`src/pkg/dpp_pkg.sv`:
```
/*
  Shared constants, mode encoding and state layout of the dual parallel port.
  Assumes one 25 MHz clock and a synchronous, active-low reset.
*/
package dpp_pkg;

  // ----------------------------------------
  // Sizes and timing
  // ----------------------------------------
  localparam int DPP_PORTS = 2;
  localparam int DPP_DATA_W = 8;
  localparam int DPP_FIFO_DEPTH = 32;
  localparam int DPP_CLK_MHZ = 25;
  localparam logic [1:0] M1_RESET_CYCLES = 2'h2;

  // ----------------------------------------
  // Modes and control words
  // ----------------------------------------
  typedef enum logic [1:0] {
    DPP_MODE_OUT = 2'h0,
    DPP_MODE_IN = 2'h1,
    DPP_MODE_BIDIR = 2'h2,
    DPP_MODE_BIT = 2'h3
  } dpp_mode_t;

  localparam logic [3:0] CW_MODE_CODE = 4'hf;
  localparam logic [3:0] CW_IRQ_CODE = 4'h7;
  localparam logic [3:0] CW_IEN_CODE = 4'h3;
  localparam int CW_VEC_BIT = 0;
  localparam int CW_MASK_BIT = 4;
  localparam int CW_HIGH_BIT = 5;
  localparam int CW_AND_BIT = 6;
  localparam int CW_IEN_BIT = 7;
  localparam logic [7:0] RETURN_FROM_IRQ_OPCODE_PREFIX = 8'hed;
  localparam logic [7:0] RETURN_FROM_IRQ_OPCODE_CODE = 8'h4d;
  localparam logic [7:0] CTRL_READ_VALUE = 8'h00;

  // ----------------------------------------
  // Reset values
  // ----------------------------------------
  localparam logic [7:0] MASK_RESET = 8'hff;
  localparam logic [7:0] DIR_RESET = 8'hff;
  localparam logic [7:0] OUT_RESET = 8'h00;

  typedef struct packed {
    dpp_mode_t [1:0] mode;
    logic [1:0] cfg, ie, exp_dir, exp_mask, in_full, out_rdy;
    logic [1:0] pend, serv, stb_q, match_q;
    logic [1:0][1:0] cond;
    logic [1:0][7:0] mask, dir, vec, outd, ind;
    logic acc_q, fetch_q, iack_q, ack_q, ed_seen, m1_q;
    logic [1:0] m1_cnt;
    logic [7:0] dout;
  } dpp_state_t;

  function automatic dpp_state_t dpp_reset_state();
    dpp_state_t s;
    s = '0;
    s.mode[0] = DPP_MODE_IN;
    s.mode[1] = DPP_MODE_IN;
    s.mask = {DPP_PORTS{MASK_RESET}};
    s.dir = {DPP_PORTS{DIR_RESET}};
    s.outd = {DPP_PORTS{OUT_RESET}};
    s.stb_q = 2'h3;
    s.m1_q = 1'b1;
    return s;
  endfunction

endpackage

```
`src/hdl/dpp_top.sv`:
```
/*
  Dual 8-bit parallel port with handshake, bit mode and daisy-chained
  vectored interrupts, plus the input FIFO it uses.
  Assumes all host bus and peripheral inputs are synchronous to clock_in.
*/
// What this block does
// - Two independent 8-bit ports, each with strobe input and ready output.
// - Modes output, input, bidirectional (port A only) and bit control.
// - Control/data select low means port data, high means control word.
// - Port select low addresses port A, high addresses port B.
// - Reads and writes answered only while chip select is low.
// - Opcode fetch and I/O request both low is interrupt acknowledge.
// - Host drops I/O request for accesses; read strobe sets direction.
// - Strobe meaning follows mode; port B strobe serves port A bidirectional.
// - Ready per port; port B ready serves port A bidirectional input.
// - A stopped clock freezes all state, giving standby.
// - Interrupt request is an active-low open-drain output.
// - Host-loaded 8-bit output register per port drives the pins.
// - Peripheral data latched in 8-bit input register, returned on reads.
// - Two-bit mode register per port set by control words.
// - Eight-bit vector per port supplied during acknowledge.
// - Two-bit monitor condition per port, used only in bit mode.
// - Eight-bit pin mask per port, used only in bit mode.
// - Eight-bit direction per port, used only in bit mode.
// - Fetch strobe low two clocks, others high, resets on its rise.
// - Reset: input mode, no interrupts, data cleared, masks set, lines float.
// - No interrupt request while chain enable is low.
// - Watch the data bus for the return opcode to end servicing.
`timescale 1ns/1ps

// ----------------------------------------
// Input FIFO
// ----------------------------------------
module dpp_fifo #(
  parameter int WIDTH = 8,
  parameter int DEPTH = 32,
  parameter int AW = $clog2(DEPTH)
) (
  input wire logic clock_in,
  input wire logic rst_n_in,
  input wire logic clear_in,
  input wire logic in_valid_in,
  output logic in_ready_out,
  input wire logic [WIDTH-1:0] in_data_in,
  output logic out_valid_out,
  input wire logic out_ready_in,
  output logic [WIDTH-1:0] out_data_out
);
  typedef struct packed {
    logic [DEPTH-1:0][WIDTH-1:0] mem;
    logic [AW-1:0] wp, rp;
    logic [AW:0] cnt;
  } dpp_fifo_t;

  dpp_fifo_t s_r, s_nxt;
  logic push, pop;

  assign in_ready_out = s_r.cnt != (AW+1)'(DEPTH);
  assign out_valid_out = s_r.cnt != '0;
  assign out_data_out = s_r.mem[s_r.rp];
  assign push = in_valid_in && in_ready_out;
  assign pop = out_valid_out && out_ready_in;

  always_comb begin
    s_nxt = s_r;
    if (push) begin
      s_nxt.mem[s_r.wp] = in_data_in;
      s_nxt.wp = s_r.wp + 1'b1;
    end
    if (pop) begin
      s_nxt.rp = s_r.rp + 1'b1;
    end
    s_nxt.cnt = s_r.cnt + (AW+1)'(push) - (AW+1)'(pop);
    if (clear_in) begin
      s_nxt = '0;
    end
  end

  always_ff @(posedge clock_in) begin
    if (!rst_n_in) begin
      s_r <= '0;
    end else begin
      s_r <= s_nxt;
    end
  end
endmodule

// ----------------------------------------
// Port controller
// ----------------------------------------
module dpp_top import dpp_pkg::*; (
  input wire logic clock_in,
  input wire logic rst_n_in,
  input wire logic [7:0] data_in,
  output logic [7:0] data_out,
  output logic data_oe_out,
  input wire logic chip_select_n_in,
  input wire logic ctrl_data_sel_in,
  input wire logic port_sel_in,
  input wire logic io_request_n_in,
  input wire logic read_n_in,
  input wire logic opcode_fetch_n_in,
  input wire logic chain_enable_in,
  output logic chain_enable_out,
  output logic irq_n_out,
  output logic irq_n_oe_out,
  input wire logic [7:0] port_a_data_in,
  output logic [7:0] port_a_data_out,
  output logic [7:0] port_a_oe_out,
  input wire logic [7:0] port_b_data_in,
  output logic [7:0] port_b_data_out,
  output logic [7:0] port_b_oe_out,
  input wire logic port_a_strobe_n_in,
  input wire logic port_b_strobe_n_in,
  output logic port_a_ready_out,
  output logic port_b_ready_out
);
  dpp_state_t st_r, st_nxt;
  logic [1:0] ev;
  logic acc, wr, rd, acc_start, fetch, fetch_start, iack, iack_start;
  logic m1_only, soft_rst, ack_go, asel, bidir, ps;
  wire [1:0][7:0] pin_in = {port_b_data_in, port_a_data_in};
  wire [1:0] stb_n = {port_b_strobe_n_in, port_a_strobe_n_in};
  wire [1:0][7:0] pin_oe, fdata, mset, lvl;
  wire [1:0] outm, inm, bitm, istb, istb_q, in_fall, in_rise;
  wire [1:0] o_fall, o_rise, hit, bit_ev, push_rdy, fvalid, rdy;

  // ----------------------------------------
  // Host bus decode
  // ----------------------------------------
  assign bidir = st_r.mode[0] == DPP_MODE_BIDIR;
  assign ps = port_sel_in;
  // only a selected I/O cycle outside fetch is an access
  assign acc = !chip_select_n_in && !io_request_n_in && opcode_fetch_n_in;
  // write strobe needs read and fetch strobes high
  assign wr = acc && read_n_in;
  assign rd = acc && !read_n_in;
  assign acc_start = acc && !st_r.acc_q;
  assign fetch = !opcode_fetch_n_in && !read_n_in && io_request_n_in;
  assign fetch_start = fetch && !st_r.fetch_q;
  // fetch and I/O request together mark an acknowledge
  assign iack = !opcode_fetch_n_in && !io_request_n_in;
  assign iack_start = iack && !st_r.iack_q;
  assign m1_only = !opcode_fetch_n_in && read_n_in && io_request_n_in;
  // long fetch pulse with no other strobe resets on its rising edge
  assign soft_rst = opcode_fetch_n_in && !st_r.m1_q && st_r.m1_cnt >= M1_RESET_CYCLES;
  assign ack_go = iack_start && chain_enable_in && |st_r.pend;
  // Port A ranks above port B in the chain
  assign asel = !st_r.pend[0];

  // ----------------------------------------
  // Per-port handshake and monitoring
  // ----------------------------------------
  for (genvar g = 0; g < DPP_PORTS; g++) begin : g_port
    // port B never takes the bidirectional role
    assign outm[g] = st_r.cfg[g] && (st_r.mode[g] == DPP_MODE_OUT || (g == 0 && bidir));
    assign inm[g] = st_r.cfg[g] && !(g == 1 && bidir)
      && (st_r.mode[g] == DPP_MODE_IN || (g == 0 && bidir));
    assign bitm[g] = st_r.cfg[g] && st_r.mode[g] == DPP_MODE_BIT;
    // in bidirectional mode the input strobe of port A is port B's
    assign istb[g] = (g == 0 && bidir) ? stb_n[1] : stb_n[g];
    assign istb_q[g] = (g == 0 && bidir) ? st_r.stb_q[1] : st_r.stb_q[g];
    assign in_fall[g] = inm[g] && istb_q[g] && !istb[g];
    assign in_rise[g] = inm[g] && !istb_q[g] && istb[g];
    assign o_fall[g] = outm[g] && st_r.stb_q[g] && !stb_n[g];
    assign o_rise[g] = outm[g] && !st_r.stb_q[g] && stb_n[g];
    // unmasked input pins at the chosen level, all or any
    assign mset[g] = st_r.dir[g] & ~st_r.mask[g];
    assign lvl[g] = st_r.cond[g][0] ? pin_in[g] : ~pin_in[g];
    assign hit[g] = st_r.cond[g][1]
      ? (mset[g] != 8'h00 && (lvl[g] | ~mset[g]) == 8'hff)
      : |(lvl[g] & mset[g]);
    assign bit_ev[g] = bitm[g] && !(g == 1 && bidir) && hit[g] && !st_r.match_q[g];
    // direction only counts in bit mode; lines float until set up
    assign pin_oe[g] = (st_r.cfg[g] && st_r.mode[g] == DPP_MODE_OUT) ? 8'hff
      : (g == 0 && st_r.cfg[0] && bidir && !stb_n[0]) ? 8'hff
      : bitm[g] ? ~st_r.dir[g] : 8'h00;

    // Ready drops when the FIFO fills, so the peripheral is held off
    dpp_fifo #(
      .WIDTH(DPP_DATA_W),
      .DEPTH(DPP_FIFO_DEPTH)
    ) u_fifo (
      .clock_in(clock_in),
      .rst_n_in(rst_n_in),
      .clear_in(soft_rst),
      .in_valid_in(in_fall[g]),
      .in_ready_out(push_rdy[g]),
      .in_data_in(pin_in[g]),
      .out_valid_out(fvalid[g]),
      .out_ready_in(!st_r.in_full[g]),
      .out_data_out(fdata[g])
    );
  end

  // port B ready carries port A input handshake in bidirectional mode
  assign rdy[0] = outm[0] ? st_r.out_rdy[0] : inm[0] ? push_rdy[0] : 1'b0;
  assign rdy[1] = bidir ? (st_r.cfg[0] && push_rdy[0])
    : outm[1] ? st_r.out_rdy[1] : inm[1] ? push_rdy[1] : 1'b0;

  // ----------------------------------------
  // Next state
  // ----------------------------------------
  always_comb begin
    st_nxt = st_r;
    ev = 2'h0;
    st_nxt.stb_q = stb_n;
    st_nxt.m1_q = opcode_fetch_n_in;
    st_nxt.acc_q = acc;
    st_nxt.fetch_q = fetch;
    st_nxt.iack_q = iack;
    st_nxt.ack_q = iack && (st_r.ack_q || ack_go);
    st_nxt.m1_cnt = !m1_only ? 2'h0
      : (st_r.m1_cnt < M1_RESET_CYCLES) ? st_r.m1_cnt + 2'h1 : st_r.m1_cnt;
    st_nxt.match_q = hit;
    for (int p = 0; p < DPP_PORTS; p++) begin
      if (bitm[p]) begin
        st_nxt.ind[p] = (pin_in[p] & st_r.dir[p]) | (st_r.outd[p] & ~st_r.dir[p]);
      end
      // FIFO head moves into the input register once it is free
      if (fvalid[p] && !st_r.in_full[p]) begin
        st_nxt.ind[p] = fdata[p];
        st_nxt.in_full[p] = 1'b1;
      end
      if (o_fall[p]) begin
        st_nxt.out_rdy[p] = 1'b0;
      end
      ev[p] = ev[p] | o_rise[p] | bit_ev[p];
      // Input interrupt in bidirectional mode uses port B's vector
      if (in_rise[p]) begin
        ev[(p == 0 && bidir) ? 1 : p] = 1'b1;
      end
    end
    // select lines pick data or control and the port
    if (wr && acc_start) begin
      if (!ctrl_data_sel_in) begin
        // host data lands in the output register
        st_nxt.outd[ps] = data_in;
        st_nxt.out_rdy[ps] = outm[ps];
      end else if (st_r.exp_dir[ps]) begin
        st_nxt.dir[ps] = data_in;
        st_nxt.exp_dir[ps] = 1'b0;
      end else if (st_r.exp_mask[ps]) begin
        st_nxt.mask[ps] = data_in;
        st_nxt.exp_mask[ps] = 1'b0;
      end else if (!data_in[CW_VEC_BIT]) begin
        st_nxt.vec[ps] = data_in;
      end else if (data_in[3:0] == CW_MODE_CODE) begin
        // bidirectional request on port B is ignored
        if (!(ps && dpp_mode_t'(data_in[7:6]) == DPP_MODE_BIDIR)) begin
          st_nxt.mode[ps] = dpp_mode_t'(data_in[7:6]);
          st_nxt.cfg[ps] = 1'b1;
          st_nxt.out_rdy[ps] = 1'b0;
          st_nxt.exp_dir[ps] = dpp_mode_t'(data_in[7:6]) == DPP_MODE_BIT;
        end
      end else if (data_in[3:0] == CW_IRQ_CODE) begin
        st_nxt.ie[ps] = data_in[CW_IEN_BIT];
        st_nxt.cond[ps] = {data_in[CW_AND_BIT], data_in[CW_HIGH_BIT]};
        st_nxt.exp_mask[ps] = data_in[CW_MASK_BIT];
      end else if (data_in[3:0] == CW_IEN_CODE) begin
        st_nxt.ie[ps] = data_in[CW_IEN_BIT];
      end
    end
    if (rd && acc_start) begin
      st_nxt.dout = ctrl_data_sel_in ? CTRL_READ_VALUE : st_r.ind[ps];
      if (!ctrl_data_sel_in && inm[ps] && st_r.in_full[ps]) begin
        st_nxt.in_full[ps] = 1'b0;
      end
    end
    if (ack_go) begin
      st_nxt.dout = st_r.vec[asel];
      st_nxt.serv[asel] = 1'b1;
      st_nxt.pend[asel] = 1'b0;
    end
    // return opcode pair seen on fetches ends the top service level
    if (fetch_start) begin
      st_nxt.ed_seen = data_in == RETURN_FROM_IRQ_OPCODE_PREFIX;
      if (st_r.ed_seen && data_in == RETURN_FROM_IRQ_OPCODE_CODE) begin
        if (st_r.serv[0]) begin
          st_nxt.serv[0] = 1'b0;
        end else begin
          st_nxt.serv[1] = 1'b0;
        end
      end
    end
    // A new event outranks the clear from an acknowledge
    st_nxt.pend = st_nxt.pend | (ev & st_r.ie);
    // all configuration returns to its reset value
    if (soft_rst) begin
      st_nxt = dpp_reset_state();
    end
  end

  // no clock edge, no state change; the block idles on a held clock
  always_ff @(posedge clock_in) begin
    if (!rst_n_in) begin
      st_r <= dpp_reset_state();
    end else begin
      st_r <= st_nxt;
    end
  end

  // ----------------------------------------
  // Outputs
  // ----------------------------------------
  assign data_out = st_r.dout;
  assign data_oe_out = (rd && st_r.acc_q) || (iack && st_r.ack_q);
  // open-drain request pulled only while the chain allows it
  assign irq_n_out = 1'b0;
  assign irq_n_oe_out = chain_enable_in && |st_r.pend;
  assign chain_enable_out = chain_enable_in && !(|st_r.serv) && !(|st_r.pend);
  assign port_a_data_out = st_r.outd[0];
  assign port_b_data_out = st_r.outd[1];
  assign port_a_oe_out = pin_oe[0];
  assign port_b_oe_out = pin_oe[1];
  // each port has its own ready, except that port B ready serves port A input in bidirectional mode
  assign port_a_ready_out = rdy[0];
  assign port_b_ready_out = rdy[1];
endmodule

```
`config.mk`:
```
export PLATFORM = sky130hd
export DESIGN_NAME = dpp_top
export DESIGN_NICKNAME = d
export VERILOG_FILES = /design/src/pkg/dpp_pkg.sv /design/src/hdl/dpp_top.sv
export SDC_FILE = /design/constraint.sdc
export NUM_CORES = 2
export LEC_CHECK = 0
export BUFFER_PORTS_ARGS = -buffer_cell sky130_fd_sc_hd__buf_2
export CORE_MARGIN = 2
export CORE_UTILIZATION = 26
export CTS_BUF_LIST = sky130_fd_sc_hd__clkbuf_8
export DETAILED_ROUTE_END_ITERATION = 16
export GPL_TIMING_DRIVEN = 0
export HOLD_SLACK_MARGIN = 0.15
export PLACE_DENSITY_LB_ADDON = 0.3
export SLEW_MARGIN = 5
export SYNTH_ARGS = -nofsm -noshare
export SYNTH_HDL_FRONTEND = slang
export SYNTH_SLANG_ARGS = --single-unit
```
`constraint.sdc`:
```
create_clock -name clock_in -period 2.9 [get_ports clock_in]
set_input_delay 0.29 -clock clock_in [delete_from_list [all_inputs] [get_ports clock_in]]
set_output_delay 0.29 -clock clock_in [all_outputs]
set_load 0.1 [all_outputs]
```
# Word-level counts from Yosys, hierarchy flattened
# Cells that the tools add are included.
[totals]
register_bits = 668
inputBits = 35
[classes]
n_addsub = 9
magnitude_cmp = 14
eq_ne = 19
mux = 98
n_bitwise = 43
reduce_logical = 127
[op_table]
columns = ["operator", "count"]
rows = [
  ["$bwmux 256", 2],
  ["$mux 8", 23],
  ["$bmux 8 s5", 2],
  ["$demux 8 s5", 2],
  ["$logic_and 1x1->1", 71],
  ["$and 8x8->8", 8],
  ["$bwmux 16", 4],
  ["$not 8->8", 8],
  ["$mux 2", 22],
  ["$or 8x8->8", 4],
  ["$mux 1", 30],
  ["$eq 8x8->1 const B", 3],
  ["$lt 5x6->1 const B", 4],
  ["$logic_not 1->1", 23],
  ["$reduce_and 7->1", 3],
  ["$add 5x1->5 const B", 4],
  ["$reduce_bool 2->1", 8],
  ["$reduce_bool 8->1", 2],
  ["$reduce_or 8->1", 2],
  ["$add 6x1->6", 2],
  ["$and 2x2->2", 6],
  ["$ne 6x6->1 const B", 2],
  ["$reduce_and 6->1", 2],
  ["$reduce_bool 6->1", 2],
  ["33 further kinds", 71],
]

# Logic depth before layout (Yosys ltp)
[logic_depth]
ltp_word = 17
ltp_mapped = 13
mapped_depth_nobuf = 13

# Modules after synthesis
# From an unflattened synthesis, not the netlist that was laid out.
[hier_totals]
hier_cells = 3132
hier_area_um2 = 29553.3
[modules_own_cells]
columns = ["mod", "instances", "cells_per_inst", "area_per_inst_um2", "seq_area_each_um2"]
rows = [
  ["dpp_fifo at g_port[1].u_fifo", 1, 1183, 11677.4, 5445.2],
  ["dpp_fifo at g_port[0].u_fifo", 1, 1183, 11606.1, 5445.2],
  ["dpp_top", 1, 766, 6269.8, 2482.4],
]

# Least setup slack after synthesis
# No wires, ideal clock.
[synth_path]
path_type = "register to output"
startpoint = "reg st_r[119] in the netlist's numbering"
endpoint = "out port_b_ready_out"
arrival_ps = 3103
t_required_ps = 2610
path_slack_ps = -493
stages_incl_launch_ff = 4
cell_sequence = "dfxtp_1 -> or3b_2 -> clkbuf_1 -> o21ai_0"
[synth_via]
elab_chain_cells = 5
[synth_rtl]
columns = ["element", "line", "text"]
rows = [
  ["start, declared", "dpp_top.sv:118", "dpp_state_t st_r, st_nxt;"],
  ["start signal, assigned", "dpp_top.sv:297", "st_r <= dpp_reset_state();"],
  ["start signal, assigned", "dpp_top.sv:299", "st_r <= st_nxt;"],
  ["$logic_and 1x1->1", "dpp_top.sv:157", "assign inm[g] = st_r.cfg[g] && !(g == 1 && bidir)"],
  ["$logic_and 1x1->1", "dpp_top.sv:158", "&& (st_r.mode[g] == DPP_MODE_IN || (g == 0 && bidir));"],
  ["$mux 1", "dpp_top.sv:199", ": outm[1] ? st_r.out_rdy[1] : inm[1] ? push_rdy[1] : 1'b0;"],
  ["$mux 1 *", "dpp_top.sv:199", ""],
  ["$mux 1 *", "dpp_top.sv:198", "assign rdy[1] = bidir ? (st_r.cfg[0] && push_rdy[0])"],
  ["end, declared", "dpp_top.sv:116", "output logic port_b_ready_out"],
]
# Mark *: on every way between the ends. The rest lies on a longest branch, timed or not.

# Final worst setup path
[layout_path]
startpoint = "reg st_r[119] in the netlist's numbering"
endpoint = "out port_b_oe_out[0]"
[layout_via]
elab_chain_cells = 3
[layout_rtl]
columns = ["element", "line", "text"]
rows = [
  ["$logic_and 1x1->1", "dpp_top.sv:159", "assign bitm[g] = st_r.cfg[g] && st_r.mode[g] == DPP_MODE_BIT;"],
  ["$mux 8", "dpp_top.sv:177", ": bitm[g] ? ~st_r.dir[g] : 8'h00;"],
  ["$mux 8 *", "dpp_top.sv:175", "assign pin_oe[g] = (st_r.cfg[g] && st_r.mode[g] == DPP_MODE_OUT) ? 8'hff"],
  ["end, declared", "dpp_top.sv:112", "output logic [7:0] port_b_oe_out,"],
]
# Marks and branches as above.

==> load_flow_metrics.sql <==
INSERT INTO impl_metrics (metric_group, metric, value, unit) VALUES
('outcome', 'status', 'finished, final reports clean', ''),
('yosys', 'syn_nets', '3688', ''),
('clock_network', 'clock_tree.root_cell', 'sky130_fd_sc_hd__clkbuf_8', ''),
('yosys', 'post_synth_most_frequent_cells', '668 x sky130_fd_sc_hd__dfxtp_1, 583 x sky130_fd_sc_hd__nand2_1, 567 x sky130_fd_sc_hd__a21oi_1', ''),
('yosys', 'syn_avg_cell_area', '8.43', 'µm²'),
('global_route', 'grt_remaining_overflow', '0', ''),
('drt', 'dr_total_vias', '28500', ''),
('timing', 'setup_viol', '0', ''),
('global_route', 'grt_start_max_net_pins', '20', ''),
('setup_path', 'critPathMaxFanout', '10', ''),
('drt', 'routed_wire_length_per_instance', '22.4', 'µm'),
('worst_hold_path', 'hold_path_class', 'in -> reg', ''),
('yosys', 'synth.top_cells.by_area', 'sky130_fd_sc_hd__dfxtp_1 44%, sky130_fd_sc_hd__a21oi_1 9.3%, sky130_fd_sc_hd__nand2_1 7.2%, sky130_fd_sc_hd__mux4_2 7.1%, sky130_fd_sc_hd__o21ai_0 6.2%', ''),
('drt', 'remaining_drc_errors', '0', ''),
('die', 'full_die_area', '120000', 'µm²'),
('finish', 'layout.core_utilization', '0.305', ''),
('power_and_ir_drop', 'totalPowerFinal', '21.1', 'mW'),
('yosys', 'netlist_area', '30500', 'µm²'),
('power_and_ir_drop', 'power_density_over_cell_area', '594', 'nW/µm²'),
('yosys', 'async_flop_share', '0', ''),
('yosys', 'synth-main-ff-cell', 'sky130_fd_sc_hd__dfxtp_1', ''),
('setup_path', 'buffers_inverters_on_critical_path', '2', ''),
('setup_path', 'critical_path_class', 'reg -> out', ''),
('die', 'die_h', '347', 'µm'),
('setup_path', 'worst_path_required', '2610', 'ps'),
('setup_path', 'cp_arrival', '2570', 'ps'),
('yosys', 'synth_enable_flop_cells', '0', ''),
('yosys', 'yosys_warnings', '0', ''),
('timing', 'setup_total_negative_slack', '0', 'ps'),
('die', 'die_w', '347', 'µm'),
('timing', 'finalHoldViolCount', '0', ''),
('setup_path', 'max_stage_delay', '480', 'ps'),
('timing', 'worst_clock_skew_on_the_final_layout', '15.0', 'ps'),
('drt', 'drt-total-wl', '121000', 'µm'),
('yosys', 'postSynthCellCount', '3619', ''),
('clock_network', 'cts-buffers-inserted', '108', ''),
('drt', 'detail_route.vias_per_cell', '5.26', ''),
('drt', 'antenna_violating_nets_post_route', '0', ''),
('timing', 'finalWorstPathRequiredPeriod', '2860', 'ps'),
('yosys', 'synth.yosys.seq_area_share', '0.438', ''),
('drt', 'drt_first_pass_iters', '7', ''),
('timing', 'worst-slew-pin-transition', '1080', 'ps'),
('job', 'cap_violations', '0', ''),
('global_route', 'first_global_vias', '26700', ''),
('timing', 'layout_worst_path_cycle_share', '0.985', ''),
('setup_path', 'crit_slowest_cell', 'sky130_fd_sc_hd__or3b_2', ''),
('placed_design', 'post_dp_hpwl', '86800', 'µm'),
('clock_network', 'worst_setup_hold_path_clk_slew', '70', 'ps'),
('clock_network', 'clkSinkCount', '668', ''),
('die', 'coreArea', '116000', 'µm²'),
('setup_path', 'crit_chain', 'or3b_2, clkbuf_1, o21ai_1, buf_4', ''),
('clock_network', 'cts_buffer_depth', '3', ''),
('drt', 'detailedRoute.firstIterationViolations', '2819', ''),
('global_route', 'grt_antenna_before_repair', '1', ''),
('clock_network', 'cts_tree', 'done', ''),
('yosys', 'synth_seq_cells', '668', ''),
('setup_path', 'family_of_cells_with_the_greatest_summed_delay_on_the_critical_path', 'buffers and inverters', ''),
('setup_path', 'kind_of_end_point_of_the_critical_path', 'output pin', ''),
('power_and_ir_drop', 'power_leakage', '12.0', 'nW'),
('placed_design', 'place_congestion', '0.966', ''),
('finish', 'relative_area_change_from_synthesis_to_final_layout', '16.4', '%'),
('yosys', 'synthMostInstantiatedCell', 'sky130_fd_sc_hd__dfxtp_1', ''),
('power_and_ir_drop', 'peakVddDrop', '0.000293', 'V'),
('placed_design', 'numPortBuffers', '60', ''),
('yosys', 'yosysTopAreaCellShare', '0.438', ''),
('timing', 'relSlewSlack', '0.280', ''),
('die', 'placement_rows', '125', ''),
('finish', 'finish.instance_area', '35500', 'µm²'),
('placed_design', 'detailed_place.area', '32700', 'µm²'),
('timing', 'fin_hold_ws', '192', 'ps'),
('yosys', 'synth_top_area_cell', 'sky130_fd_sc_hd__dfxtp_1', '');
==> what timing repair did <==
action | 4_1_cts | 5_1_grt
resized for setup | 99 | 65
buffers inserted | 5 | 2
setup endpoints to repair | 584 | 214
endpoints found under the hold margin | 38 | 0
gates cloned | 0 | 0
pin swaps | 5 | 1
hold buffers | 22 | 0
==> layout make-up <==
cell class              instances  area, µm²
flip-flops and latches        668      13400
well taps                    1524       1910
clock inverters                50        254
multi-input cells            2547      15700
fillers                     12400      80800
diodes                          2       5.00
clock buffers                 137       1890
plain buffers                 359       1610
inverters                      38        143
repair buffers                 89        648
==> path summary, 6_finish.rpt <==
path | slack, ps | end | depth (start not counted) | from
max reg2reg | 50 | st_r[21]$_SDFFE_PP0P_ | 6 | g_port[0].u_fifo.s_r[7]$_SDFFE_PP0P_
max | 40 | port_b_oe_out[0] | 4 | st_r[119]$_SDFFE_PP0P_
min reg2reg | 450 | g_port[0].u_fifo.s_r[108]$_SDFFE_PP0P_ | 2 | g_port[0].u_fifo.s_r[108]$_SDFFE_PP0P_
min | 190 | g_port[0].u_fifo.s_r[21]$_SDFFE_PP0P_ | 3 | port_a_data_in[5]
==> routing by layer <==
metal	share of wire	GRT usage
met2	0.46	0.316
met3	0.074	0.0235
met4	0.032	0.0697
met1	0.43	0.265
met5	0	0
==> sequential cells by signal, summed over array words and instances (netlist names) <==
register and flops:
port_a_data_out 8, st_r 99, g_port.u_fifo.s_r 544, istb_q 1
port_b_data_out 8, data_out 8
==> kinds of logic after synthesis <==
logic type                 count (synthesis)  share of synthesized area
muxes                                    266                      0.127
xor gates and xnor gates                  37                     0.0106
buffers and inverters                    404                     0.0551
DFF                                      668                      0.438
and+or+nand+nor                         1102                      0.159
other                                      1                   0.000123
AOI/OAI and AO/OA                       1107                      0.196
adders and majority gates                 34                     0.0144
==> cell usage in the layout, fill, tap and decap left out, types with 9 or more instances in the layout <==
cell type | synthesis | layout
sky130_fd_sc_hd__buf_4 | 27 | 50
sky130_fd_sc_hd__inv_1 | 38 | 66
sky130_fd_sc_hd__clkinv_2 | 0 | 17
sky130_fd_sc_hd__o22ai_1 | 28 | 28
sky130_fd_sc_hd__a21o_1 | 9 | 9
sky130_fd_sc_hd__dlygate4sd3_1 | 0 | 22
sky130_fd_sc_hd__xor2_1 | 19 | 19
sky130_fd_sc_hd__nand2b_1 | 21 | 21
sky130_fd_sc_hd__a211oi_1 | 39 | 39
sky130_fd_sc_hd__nor2_2 | 0 | 33
sky130_fd_sc_hd__xnor2_1 | 18 | 18
sky130_fd_sc_hd__a22oi_1 | 19 | 19
sky130_fd_sc_hd__nand4_1 | 15 | 15
sky130_fd_sc_hd__nand2_1 | 583 | 583
sky130_fd_sc_hd__nor2b_1 | 41 | 41
sky130_fd_sc_hd__o21ai_0 | 380 | 369
sky130_fd_sc_hd__clkbuf_1 | 293 | 246
sky130_fd_sc_hd__clkbuf_8 | 0 | 137
sky130_fd_sc_hd__mux4_2 | 96 | 96
sky130_fd_sc_hd__nand3_1 | 189 | 188
sky130_fd_sc_hd__nor2_1 | 171 | 137
sky130_fd_sc_hd__dfxtp_1 | 668 | 667
sky130_fd_sc_hd__o221ai_1 | 16 | 16
sky130_fd_sc_hd__mux2i_1 | 170 | 170
sky130_fd_sc_hd__clkbuf_2 | 2 | 41
sky130_fd_sc_hd__ha_1 | 32 | 31
sky130_fd_sc_hd__buf_2 | 27 | 64
sky130_fd_sc_hd__a21oi_1 | 567 | 567
sky130_fd_sc_hd__nor4_1 | 9 | 9
sky130_fd_sc_hd__nor3_1 | 11 | 11
==> worst min-delay path, stage by stage <==
cell and delay (ps):
sky130_fd_sc_hd__clkbuf_1 340, sky130_fd_sc_hd__nand3_1 180, sky130_fd_sc_hd__a21oi_1 70
==> through the flow <==
stage                     instances  setup WS, ps
after floorplan                3619          -352
after global placement         5203          -735
after detailed placement       5203          -762
after CTS                      5412          1.28
after global routing           5413         -5.19
final                          5414          44.0
==> where the power goes <==
group / internal (mW) / switching [mW]
Clock: 4.30 / 4.03
Sequential: 9.29 / 0.0885
Combinational: 1.20 / 2.19
Total: 14.8 / 6.30
(Power assumes the default switching activity.)
